===== config.mk =====
export PLATFORM = sky130hd
export DESIGN_NAME = pd_ctrl
export DESIGN_NICKNAME = d
export VERILOG_FILES = /design/src/rtl/pd_pkg.sv /design/src/rtl/cal_if.sv /design/src/rtl/cal_timer.sv /design/src/rtl/pd_ctrl.sv
export SDC_FILE = /design/constraint.sdc
export NUM_CORES = 1
export LEC_CHECK = 0
export BUFFER_PORTS_ARGS = -buffer_cell sky130_fd_sc_hd__buf_2
export CAP_MARGIN = 15
export CORE_MARGIN = 2
export CORE_UTILIZATION = 35
export DETAILED_ROUTE_END_ITERATION = 6
export GPL_TIMING_DRIVEN = 1
export PLACE_DENSITY = 0.64
export SLEW_MARGIN = 20
export SYNTH_ARGS = -nofsm -noshare
export SYNTH_HDL_FRONTEND = slang
export SYNTH_HIERARCHICAL = 1
export SYNTH_SLANG_ARGS = --single-unit

===== constraint.sdc =====
create_clock -name clk -period 4.58 [get_ports clk]
set_input_delay 0.229 -clock clk [delete_from_list [all_inputs] [get_ports clk]]
set_output_delay 0.229 -clock clk [all_outputs]
set_load 0.01 [all_outputs]

===== src/rtl/pd_pkg.sv =====
// package: constants and types for the power-down and impedance calibration block
package pd_pkg;
	// command encodings on cmd_addr_bit2..0 (chip select low)
	localparam logic [2:0] CMD_NOP = 3'h7;
	localparam logic [2:0] CMD_DEEP = 3'h3;
	localparam logic [2:0] CMD_MRW_LO = 3'h0;
	// mode register address that carries calibration codes
	localparam logic [7:0] MA_CAL = 8'h0A;
	// calibration operation codes
	localparam logic [7:0] OP_CAL_INIT = 8'hFF;
	localparam logic [7:0] OP_CAL_LONG = 8'hAB;
	localparam logic [7:0] OP_CAL_SHORT = 8'h56;
	localparam logic [7:0] OP_CAL_RESET = 8'hC3;
	// calibration period lengths in clock cycles (defaults, tunable)
	localparam int CAL_INIT_CYC = 100;
	localparam int CAL_LONG_CYC = 36;
	localparam int CAL_SHORT_CYC = 9;
	localparam int CAL_RESET_CYC = 5;
	localparam int CNT_W = 8;
	// device power state
	typedef enum logic [1:0]
	{
		ST_ACTIVE = 2'b00,
		ST_PDOWN = 2'b01,
		ST_DEEP = 2'b11,
		ST_CAL = 2'b10
	} pwr_state_t;
endpackage : pd_pkg


===== src/rtl/cal_if.sv =====
// interface: calibration request and status between top and the calibration timer
`timescale 1ns/1ps
`default_nettype none
interface cal_if;
	logic start; // one-cycle start pulse
	logic [7:0] op; // calibration operation code
	logic busy; // calibration period running
	logic done; // one-cycle end pulse
	modport ctl (output start, output op, input busy, input done);
	modport tmr (input start, input op, output busy, output done);
endinterface : cal_if
`default_nettype wire


===== src/rtl/cal_timer.sv =====
// module: times one impedance calibration period
`timescale 1ns/1ps
`default_nettype none
module cal_timer
(
	input wire logic clk,
	input wire logic rst_n,
	cal_if.tmr cal
);
	// ========================================
	// period counter
	logic [pd_pkg::CNT_W-1:0] cnt_q, cnt_d;
	logic busy_q, busy_d;
	logic done_q, done_d;

	// period length for a code; unknown codes take the short period
	function automatic logic [pd_pkg::CNT_W-1:0] period(input logic [7:0] op);
		unique case (op)
			pd_pkg::OP_CAL_INIT: period = pd_pkg::CNT_W'(pd_pkg::CAL_INIT_CYC);
			pd_pkg::OP_CAL_LONG: period = pd_pkg::CNT_W'(pd_pkg::CAL_LONG_CYC);
			pd_pkg::OP_CAL_RESET: period = pd_pkg::CNT_W'(pd_pkg::CAL_RESET_CYC);
			default: period = pd_pkg::CNT_W'(pd_pkg::CAL_SHORT_CYC);
		endcase
	endfunction : period

	// next-state: load on start, count down, pulse done at zero
	always_comb
	begin
		cnt_d = cnt_q;
		busy_d = busy_q;
		done_d = 1'b0;
		if (cal.start)
		begin
			cnt_d = period(cal.op) - pd_pkg::CNT_W'(1);
			busy_d = 1'b1;
		end
		else if (busy_q)
		begin
			if (cnt_q == '0)
			begin
				busy_d = 1'b0;
				done_d = 1'b1;
			end
			else
				cnt_d = cnt_q - pd_pkg::CNT_W'(1);
		end
	end

	// registers only
	always_ff @(posedge clk or negedge rst_n)
	begin
		if (!rst_n)
		begin
			cnt_q <= '0;
			busy_q <= 1'b0;
			done_q <= 1'b0;
		end
		else
		begin
			cnt_q <= cnt_d;
			busy_q <= busy_d;
			done_q <= done_d;
		end
	end

	assign cal.busy = busy_q;
	assign cal.done = done_q;
endmodule : cal_timer
`default_nettype wire


===== src/rtl/pd_ctrl.sv =====
// module: device-side power-down, deep sleep and calibration command handling
//
// Behaviour
// [RULE1] calibration only when idle, banks precharged
// [RULE2] data bus quiet during calibration
// [RULE3] shared resistor: no overlapping calibrations
// [RULE4] reference tied to supply: ignore calibration
// [RULE5] only no-ops during calibration
// [RULE6] clock enable high throughout calibration
// [RULE7] data lines high impedance while calibrating
// [RULE8] enable low, select high: enter power-down
// [RULE9] no power-down during reads, writes, mode ops
// [RULE10] idle versus active power-down by open rows
// [RULE11] power-down: only clock and enable listened
// [RULE12] enable pulse minimum held both ways
// [RULE13] no refresh while powered down
// [RULE14] enable high with select high exits
// [RULE15] wait exit latency before next command
// [RULE16] two stable clocks before exit
// [RULE17] read to power-down minimum delay
// [RULE18] write to power-down minimum delay
// [RULE19] refresh, activate, precharge: hold time
// [RULE20] mode write to power-down: write period
// [RULE21] enable low with code 110: deep sleep
// [RULE22] deep sleep entry discards array contents
// [RULE23] deep sleep: all buffers and power off
// [RULE24] no-op: select high or code 111
// [RULE25] full initialization after deep sleep
// [RULE26] controller tracks power-down earliest cycles
`timescale 1ns/1ps
`default_nettype none
module pd_ctrl
(
	input wire logic clk,
	input wire logic rst_n,
	input wire logic cke_pin,
	input wire logic cs_n_pin,
	input wire logic cmd_addr_bit0,
	input wire logic cmd_addr_bit1,
	input wire logic cmd_addr_bit2,
	input wire logic [7:0] mrw_addr,
	input wire logic [7:0] mrw_op,
	input wire logic impedance_ref_ball,
	input wire logic banks_open,
	output logic powered_down,
	output logic active_pd,
	output logic deep_sleep_mode,
	output logic array_discard,
	output logic in_buf_en,
	output logic out_buf_en,
	output logic core_power_en,
	output logic refresh_allow,
	output logic cal_busy,
	output logic cal_ignored
);
	// ========================================
	// pin synchronisers: pins come from outside the clock domain
	logic [4:0] pin_s1_q, pin_s2_q;
	logic [7:0] ma_s1_q, ma_s2_q, op_s1_q, op_s2_q;
	logic ref_s1_q, ref_s2_q, bo_s1_q, bo_s2_q;

	// two flops per pin; only the second stage is read
	always_ff @(posedge clk or negedge rst_n)
	begin
		if (!rst_n)
		begin
			pin_s1_q <= 5'h03;
			pin_s2_q <= 5'h03;
			ma_s1_q <= 8'h00;
			ma_s2_q <= 8'h00;
			op_s1_q <= 8'h00;
			op_s2_q <= 8'h00;
			ref_s1_q <= 1'b0;
			ref_s2_q <= 1'b0;
			bo_s1_q <= 1'b0;
			bo_s2_q <= 1'b0;
		end
		else
		begin
			pin_s1_q <= {cmd_addr_bit2, cmd_addr_bit1, cmd_addr_bit0, cs_n_pin, cke_pin};
			pin_s2_q <= pin_s1_q;
			ma_s1_q <= mrw_addr;
			ma_s2_q <= ma_s1_q;
			op_s1_q <= mrw_op;
			op_s2_q <= op_s1_q;
			ref_s1_q <= impedance_ref_ball;
			ref_s2_q <= ref_s1_q;
			bo_s1_q <= banks_open;
			bo_s2_q <= bo_s1_q;
		end
	end

	// ========================================
	// decoded sampled command
	logic cke, cs_n;
	logic [2:0] code;
	assign cke = pin_s2_q[0];
	assign cs_n = pin_s2_q[1];
	assign code = pin_s2_q[4:2];

	// no-op is select high or code 111
	function automatic logic is_nop(input logic csn, input logic [2:0] c);
		is_nop = csn || (c == pd_pkg::CMD_NOP); // [RULE24]
	endfunction : is_nop

	// ========================================
	// calibration timer
	cal_if cal();
	cal_timer u_cal
	(
		.clk(clk),
		.rst_n(rst_n),
		.cal(cal.tmr)
	);

	// ========================================
	// power state machine
	pd_pkg::pwr_state_t st_q, st_d;
	logic act_q, act_d; // active (rows open) power-down
	logic disc_q, disc_d; // array discarded since deep sleep
	logic ign_q, ign_d; // last calibration command ignored
	logic start_d;
	logic is_cal_cmd;

	// calibration command: mode write to calibration address, code 000
	assign is_cal_cmd = !is_nop(cs_n, code) && (code == pd_pkg::CMD_MRW_LO)
		&& (ma_s2_q == pd_pkg::MA_CAL);

	// next state; in power-down all pins but enable are ignored
	always_comb
	begin
		st_d = st_q;
		act_d = act_q;
		disc_d = disc_q;
		ign_d = ign_q;
		start_d = 1'b0;
		unique case (st_q)
			pd_pkg::ST_ACTIVE:
			begin
				// a selected command that is no no-op; enable low makes code 011 deep sleep
				if (!cke && !is_nop(cs_n, code) && code == pd_pkg::CMD_DEEP)
				begin
					st_d = pd_pkg::ST_DEEP; // [RULE21]
					disc_d = 1'b1; // [RULE22]
				end
				else if (!cke && cs_n)
				begin
					st_d = pd_pkg::ST_PDOWN; // [RULE8]
					act_d = bo_s2_q; // [RULE10]
				end
				else if (cke && is_cal_cmd)
				begin
					// a tied reference keeps default impedance
					if (ref_s2_q)
						ign_d = 1'b1; // [RULE4]
					else
					begin
						ign_d = 1'b0;
						start_d = 1'b1;
						st_d = pd_pkg::ST_CAL;
					end
				end
			end
			pd_pkg::ST_CAL:
			begin
				// controller sends only no-ops, enable high
				if (cal.done)
					st_d = pd_pkg::ST_ACTIVE; // [RULE5]
			end
			pd_pkg::ST_PDOWN:
			begin
				if (cke)
				begin
					st_d = pd_pkg::ST_ACTIVE; // [RULE14]
					act_d = 1'b0;
				end
			end
			pd_pkg::ST_DEEP:
			begin
				// leaving only starts the full initialization again
				if (cke)
					st_d = pd_pkg::ST_ACTIVE; // [RULE25]
			end
		endcase
	end

	assign cal.start = start_d;
	assign cal.op = op_s2_q;

	// state registers
	always_ff @(posedge clk or negedge rst_n)
	begin
		if (!rst_n)
		begin
			st_q <= pd_pkg::ST_ACTIVE;
			act_q <= 1'b0;
			disc_q <= 1'b0;
			ign_q <= 1'b0;
		end
		else
		begin
			st_q <= st_d;
			act_q <= act_d;
			disc_q <= disc_d;
			ign_q <= ign_d;
		end
	end

	// ========================================
	// registered outputs
	logic [9:0] out_q, out_d;
	// buffer and power enables per state
	always_comb
	begin
		out_d[0] = (st_d == pd_pkg::ST_PDOWN);
		out_d[1] = (st_d == pd_pkg::ST_PDOWN) && act_d;
		out_d[2] = (st_d == pd_pkg::ST_DEEP);
		out_d[3] = disc_d;
		out_d[4] = (st_d == pd_pkg::ST_ACTIVE) || (st_d == pd_pkg::ST_CAL); // [RULE11] [RULE23]
		out_d[5] = (st_d == pd_pkg::ST_ACTIVE); // data lines off while calibrating
		out_d[6] = (st_d != pd_pkg::ST_DEEP); // [RULE23]
		out_d[7] = (st_d == pd_pkg::ST_ACTIVE); // [RULE13]
		out_d[8] = (st_d == pd_pkg::ST_CAL);
		out_d[9] = ign_d;
	end

	always_ff @(posedge clk or negedge rst_n)
	begin
		if (!rst_n)
			out_q <= 10'h0F0;
		else
			out_q <= out_d;
	end

	assign powered_down = out_q[0];
	assign active_pd = out_q[1];
	assign deep_sleep_mode = out_q[2];
	assign array_discard = out_q[3];
	assign in_buf_en = out_q[4];
	assign out_buf_en = out_q[5];
	assign core_power_en = out_q[6];
	assign refresh_allow = out_q[7];
	assign cal_busy = out_q[8];
	assign cal_ignored = out_q[9];

	// ========================================
	// checks
	chk_pd_entry: assert property (@(posedge clk) disable iff (!rst_n) // [RULE8]
		(st_q == pd_pkg::ST_ACTIVE && !cke && cs_n) |-> ##2 powered_down)
		else $error("power-down not entered");
	chk_pd_exit: assert property (@(posedge clk) disable iff (!rst_n) // [RULE14]
		(st_q == pd_pkg::ST_PDOWN && cke) |-> ##2 (!powered_down && refresh_allow))
		else $error("power-down not left");
	chk_deep_entry: assert property (@(posedge clk) disable iff (!rst_n) // [RULE21]
		(st_q == pd_pkg::ST_ACTIVE && !cke && !cs_n && code == pd_pkg::CMD_DEEP)
		|-> ##2 (deep_sleep_mode && array_discard && !core_power_en))
		else $error("deep sleep not entered");
	chk_cal_ignore: assert property (@(posedge clk) disable iff (!rst_n) // [RULE4]
		(st_q == pd_pkg::ST_ACTIVE && cke && is_cal_cmd && ref_s2_q) |-> ##2 !cal_busy)
		else $error("calibration ran with tied reference");
	chk_pd_buffers: assert property (@(posedge clk) disable iff (!rst_n) // [RULE11]
		powered_down |-> (!in_buf_en && !out_buf_en && !refresh_allow))
		else $error("buffers live in power-down");
	chk_pd_kind: assert property (@(posedge clk) disable iff (!rst_n) // [RULE10]
		(st_q == pd_pkg::ST_ACTIVE && !cke && cs_n) |-> ##2 (active_pd == $past(bo_s2_q, 2)))
		else $error("power-down kind wrong");
	// the state may only sit in calibration while the timer runs or has just ended
	chk_cal_timer: assert property (@(posedge clk) disable iff (!rst_n) // [RULE5]
		(st_q == pd_pkg::ST_CAL) |-> (cal.busy || cal.done))
		else $error("calibration state without a running period");
	// once discarded the array never reads as kept until reset
	chk_discard_sticky: assert property (@(posedge clk) disable iff (!rst_n) // [RULE22]
		array_discard |=> array_discard)
		else $error("discarded array marked kept again");
endmodule : pd_ctrl
`default_nettype wire


**Word level (Yosys, flattened, before mapping)**

Index checks and enable logic that the tools add are counted.

- Add/subtract/negate cells: 2
- Equal/unequal tests: 14
- Multiplexer cells: 34
- Reduce and logical (&&, ||, !) cells: 18

Operators by type and width:

| operator | count |
|---|---|
| two-way mux 8 bit | 4 |
| equality test 8 bit (second input constant) | 3 |
| two-way mux 1 bit | 21 |
| one-hot mux 7 bit (3 select lines) | 1 |
| subtractor 8 x 1 -> 8 bit (second input constant) | 2 |
| two-way mux 2 bit | 6 |
| equality test 2 bit (second input constant) | 4 |
| equality test 8 x 4 -> 1 bit (second input constant) | 1 |
| zero test 8 bit | 1 |
| logical AND 1 bit | 7 |
| one-hot mux 2 bit (3 select lines) | 1 |
| equality test 2 x 1 -> 1 bit (second input constant) | 2 |
| zero test 2 bit | 2 |
| inequality test 2 bit (second input constant) | 2 |
| equality test 3 x 2 -> 1 bit (second input constant) | 1 |
| equality test 3 bit (second input constant) | 1 |
| zero test 3 bit | 1 |
| zero test 1 bit | 2 |
| logical OR 1 bit | 2 |
| one-hot mux 1 bit (2 select lines) | 1 |
| AND reduction 2 bit | 1 |
| nonzero test 2 bit | 1 |
| OR reduction 2 bit | 1 |

- Register bits: 71
- Output and inout port bits: 10
- Word-level logic and storage cells: 86

**Longest topological paths before layout**

- Depth after elaboration: 13
- Depth in mapped cells: 14

**Hierarchy**

The synthesis kept the hierarchy.

By module, submodules not included:

| module | times used | area an instance (um2) | seq. area each (um2) | cells an instance |
|---|---|---|---|---|
| pd_ctrl | 1 | 1771.7 | 1460.2 | 103 |
| cal_timer | 1 | 643.1 | 250.2 | 64 |

**Worst setup path before layout**

No wires, ideal clock.

- Path type: register to register
- From: register pin_s2_q[0]
- To: register u_cal/cnt_q[6] in the netlist's numbering
- Buffers on the path: 1
- Cell stages (with the launch flop): 14
- Setup slack: 1.904 ns
- Setup time: 0.124 ns
- Clock period less this slack: 2.676 ns
- Arrival: 2.552 ns
- Data required time: 4.456 ns
- Cell sequence: dfstp_2 and3_1 and3_1 nand3_1 nor2_1 buf_6 and4_4 o2111ai_1 o21ai_0 ha_1 nand3b_1 nor4b_4 mux2i_1 o21ai_1

- Cells in the longest elaborated chain, start to end: 7
- Elaborated cells on any way between the ends: 13

Ends and longest elaborated chain:

| element | RTL line | RTL |
|---|---|---|
| from (decl) | pd_ctrl.sv:58 | `logic [4:0] pin_s1_q, pin_s2_q;` |
| from (signal assigned) | pd_ctrl.sv:81 | `pin_s2_q <= pin_s1_q;` |
| logical AND 1 bit / zero test 1 bit (equally long branches) | pd_ctrl.sv:151, pd_ctrl.sv:141, pd_ctrl.sv:146 |  |
| two-way mux 1 bit (tied with other cells) | pd_ctrl.sv:151 | `else if (cke && is_cal_cmd)` |
| two-way mux 1 bit / logical AND 1 bit (equally long branches) | pd_ctrl.sv:146, pd_ctrl.sv:141 |  |
| two-way mux 1 bit * | pd_ctrl.sv:141 | `if (!cke && !is_nop(cs_n, code) && code == pd_pkg::CMD_DEEP)` |
| two-way mux 1 bit * | pd_ctrl.sv:137 | `unique case (st_q)` |
| named net cal.start | cal_if.sv:5 | `logic start;` |
| inequality test 2 bit (no source line) / nonzero test 2 bit (equally long branches) | -- |  |
| AND reduction 2 bit (no source line) | -- |  |
| to (signal assigned) | cal_timer.sv:60 | `cnt_q <= cnt_d;` |
| to (decl) | cal_timer.sv:12 | `logic [pd_pkg::CNT_W-1:0] cnt_q, cnt_d;` |

The timed path passes the listed nets; every way through them passes the cells marked *.
A chain may end at the register's enable or synchronous reset.

**Worst setup path in the final report**

Same ends and word-level chain as after synthesis.

==> metrics.md <==
| Metric | Value |
|---|---|
| Status | `finished, final reports clean` |
| Count leader, synth | `dfrtp_1` |
| Synth Flop Type | `dfrtp_1` |
| Port-buffer cells | `34` |
| Multiplexer area fraction after synthesis | `1.92%` |
| Synth top area share | `63.2%` |
| DRC | `0` |
| Least-Margin Pin Slew | `0.805 ns` |
| Final net count | `approximately 260` |
| Slowest stage delay, CP | `0.64 ns` |
| Via-per-instance ratio | `4.72` |
| Total core area | `6720 µm²` |
| Worst path cell trace | `and3_1 -> and3_1 -> nand3_1 -> nor2_1 -> and4_4 -> o2111ai_1 -> o21ai_0 -> ha_1 -> nand3b_1 -> nor4b_4 -> mux2i_1 -> o21ai_1` |
| Ranking of synthesized cells by area | `dfrtp_1 (63%), dfstp_2 (7.6%), nor4_4 (1.8%), a21oi_1 (1.7%), nor2_1 (1.6%)` |
| Gate power share | `5.2%` |
| Drt pass-1 iters | `4` |
| Critical path type | `register to register` |
| Vias | `1487` |
| Fill cells | `588` |
| H-tree Lvls | `3` |
| Total grt overflow | `0` |
| Clock root buffer master | `clkbuf_8` |
| First-pass GRT wire length | `6730 µm` |
| Critical path's top delay family | `simple AND/OR/NAND/NOR gates` |
| Area Overhead vs Synth | `27.9%` |
| Die width | `87.1 µm` |
| VDD IR max | `0.201 mV` |
| Post-Route Setup TNS | `0 ns` |
| Hold_ws | `0.0623 ns` |
| Crit-path slowest cell | `dfstp_2` |
| Antenna violations before repair | `0` |
| Fin area | `3090 µm²` |
| Clock power share | `between 40 and 50%` |
| Final Wtd Congestion | `0.825` |
| Total Wirelength | `3890 µm` |
| Slew Limit Headroom | `46.3%` |
| Clock tree from TritonCTS | `built` |
| Ports | `35` |
| Cell Pwr Density | `399 nW/µm²` |
| Max-slew violations | `0` |
| Synth Area in Compound Gates | `9.43%` |
| RSZ-0062 raised after global routing | `no` |
| Vias in the first global route | `1478` |
| Crit path arrival time | `3.64 ns` |
| Simple-Gate Fraction of Synth Area | `14.4%` |
| Async S/R FF share, synth | `100%` |
| HPWL after detailed placement | `2480 µm` |
| Height of the die | `87.1 µm` |
| GRT Resource Usage Total | `12.0%` |
| Die area | `7580 µm²` |
| Wire length per cell | `about 12 µm` |
| # setup viols final | `0` |
| Cell area after placement | `2640 µm²` |
| Leakage power | `approximately 0.0014 µW` |
| Final period utilization | `75.4%` |
| Largest family of logic cells by synthesized area | `simple AND/OR/NAND/NOR gates` |
| Number of buffers created by CTS | `9` |
| Syn Nets | `~190` |
| Psw | `245 µW` |
| Critical path startpoint category | `register` |
| Worst setup EP type | `register` |
| DRT iter0 DRCs | `117` |
| Post-synth EDFFs | `0` |
| Clock buffer depth | `2` |
| Synth Area in Adders | `less than 1%` |
| Largest net degree at the start of global routing | `69` |
| Worst-path maximum fanout | `12` |
| Netlist cell types | `50` |
| Hold crit path type | `primary input to async pin` |
| Most Frequent Cell on Critical Path | `and3_1` |
| Synthesized flop and latch total | `around 70` |
| Xor/xnor cell area share of the yosys netlist | `0%` |
| Final Hold Fails | `0` |
| Syn. warnings | `6` |
| Mapped cell area | `2410 µm²` |
| Min Tclk post-route | `~3.5 ns` |
| Clock sinks | `between 60 and 70` |
| # Max-Cap Violations | `0` |
| Worst-path clk slew | `0.06 ns` |
| Max Fclk | `0.290 GHz` |
| Number of gates resized after cts | `0` |
| Clock Skew | `0.00464 ns` |
| P_int | `987 µW` |
| Cells after synthesis | `167` |
| Seq/Total Area, Yosys | `70.8%` |
| Total power after layout | `1230 µW` |
| CP Data Required Time | `4.76 ns` |
| Clock latency on the worst-skew pair | `0.33 ns` |
| CP Buf/Inv Count | `0` |
| Antenna diodes | `0` |
| Starting Density | `35.9%` |
| Commonest cells in the netlist | `dfrtp_1 (61), nor2_1 (10), a21oi_1 (8)` |
| Setup repair bufs after CTS | `0` |
| Seq pwr share | `52.6%` |
| Share of layout cells above drive strength 1 | `28.9%` |
| Post-DRT Antenna Nets | `0` |
| Mean Syn Cell Area | `14.5 µm²` |
| Row count | `30` |
| Cell taking the most area after synthesis | `dfrtp_1` |
| Net Sw Frac | `about a fifth` |
==> state kept, by name (all words and copies together) (netlist names) <==
register	cells
st_q	2
ma_s1_q	8
ref_s2_q	1
ma_s2_q	8
pin_s2_q	5
out_q	8
pin_s1_q	5
op_s1_q	8
u_cal/cal.busy	1
bo_s1_q	1
u_cal/cnt_q	8
ref_s1_q	1
ign_q	1
act_q	1
cal.op	8
bo_s2_q	1
u_cal/cal.done	1
==> power groups by stage <==
stage | Combinational, µW | Sequential, µW | Clock (µW)
after global routing | 72.2 | 651 | 570
after detailed placement | 50.3 | 659 | 0
after floorplan | 22.7 | 655 | 0
final | 64.1 | 647 | 520
after global placement | 49.4 | 658 | 0
after CTS | 65.0 | 648 | 539
==> repair_timing <==
action                                  4_1_cts  5_1_grt
endpoints found under the setup margin        0        0
endpoints found under the hold margin        23        0
hold buffers                                 23        0
==> cell type report <==
type / instances / area (µm²) / share of cell area (%)
Clock inverter: 4 / 72.6 / 2.35
Clock buffer: 12 / 145 / 4.70
Timing Repair Buffer: 58 / 408 / 13.2
Sequential cell: 68 / 1710 / 55.4
Multi-Input combinational cell: 88 / 634 / 20.5
Inverter: 5 / 18.8 / 0.608
Tap cell: 80 / 100 / 3.24
==> metrics by stage <==
stage | worst slack [ns] | util [%] | instances
4_1_cts | 1.15 | 46.0 | 315
3_3_place_gp | 1.32 | 39.3 | 276
3_5_place_dp | 1.18 | 39.3 | 276
6_report | 1.13 | 46.0 | 315
5_1_grt | 0.804 | 46.0 | 315
2_1_floorplan | 1.90 | - | 167
==> final timing paths <==
check	from	endpoint	slack, ns	cells after the start
worst max-delay path	pin_s2_q[0]$_DFF_PN1_	u_cal/cnt_q[6]$_DFFE_PN0P_	1.13	12
worst min-delay path	rst_n	u_cal/cnt_q[2]$_DFFE_PN0P_	0.06	2
worst max register to register	pin_s2_q[0]$_DFF_PN1_	u_cal/cnt_q[6]$_DFFE_PN0P_	1.13	12
worst min register to register	ma_s1_q[5]$_DFF_PN0_	ma_s2_q[5]$_DFF_PN0_	0.35	0
max in group asynchronous	rst_n	out_q[8]$_DFF_PN0_	3.98	2
min in group clk	ma_s1_q[5]$_DFF_PN0_	ma_s2_q[5]$_DFF_PN0_	0.35	0
==> logic make-up after synthesis <==
group                      Yosys count
muxes                                4
buffers and inverters               11
DFF                                 68
AOI/OAI and AO/OA                   33
adders and majority gates            1
and+or+nand+nor                     50
==> routing by layer <==
metal  wire [µm]  vias up  track usage (%)
met4         105        0             7.24
met5           0        -                0
li1            -      722                -
met1        1790      719             15.3
met3         206        8             4.55
met2        1780       38             17.3
==> cells in the final DEF, fill, tap and decap left out, types with 4 or more instances in the layout <==
cell,n
dfrtp_1,61
buf_2,34
dlygate4sd3_1,23
nor2_1,10
clkbuf_8,10
a21oi_1,8
dfstp_2,7
nand2_1,6
o21ai_0,6
inv_1,5
nor3_1,4
nand2b_1,4
Power figures use the tool's default switching activity.
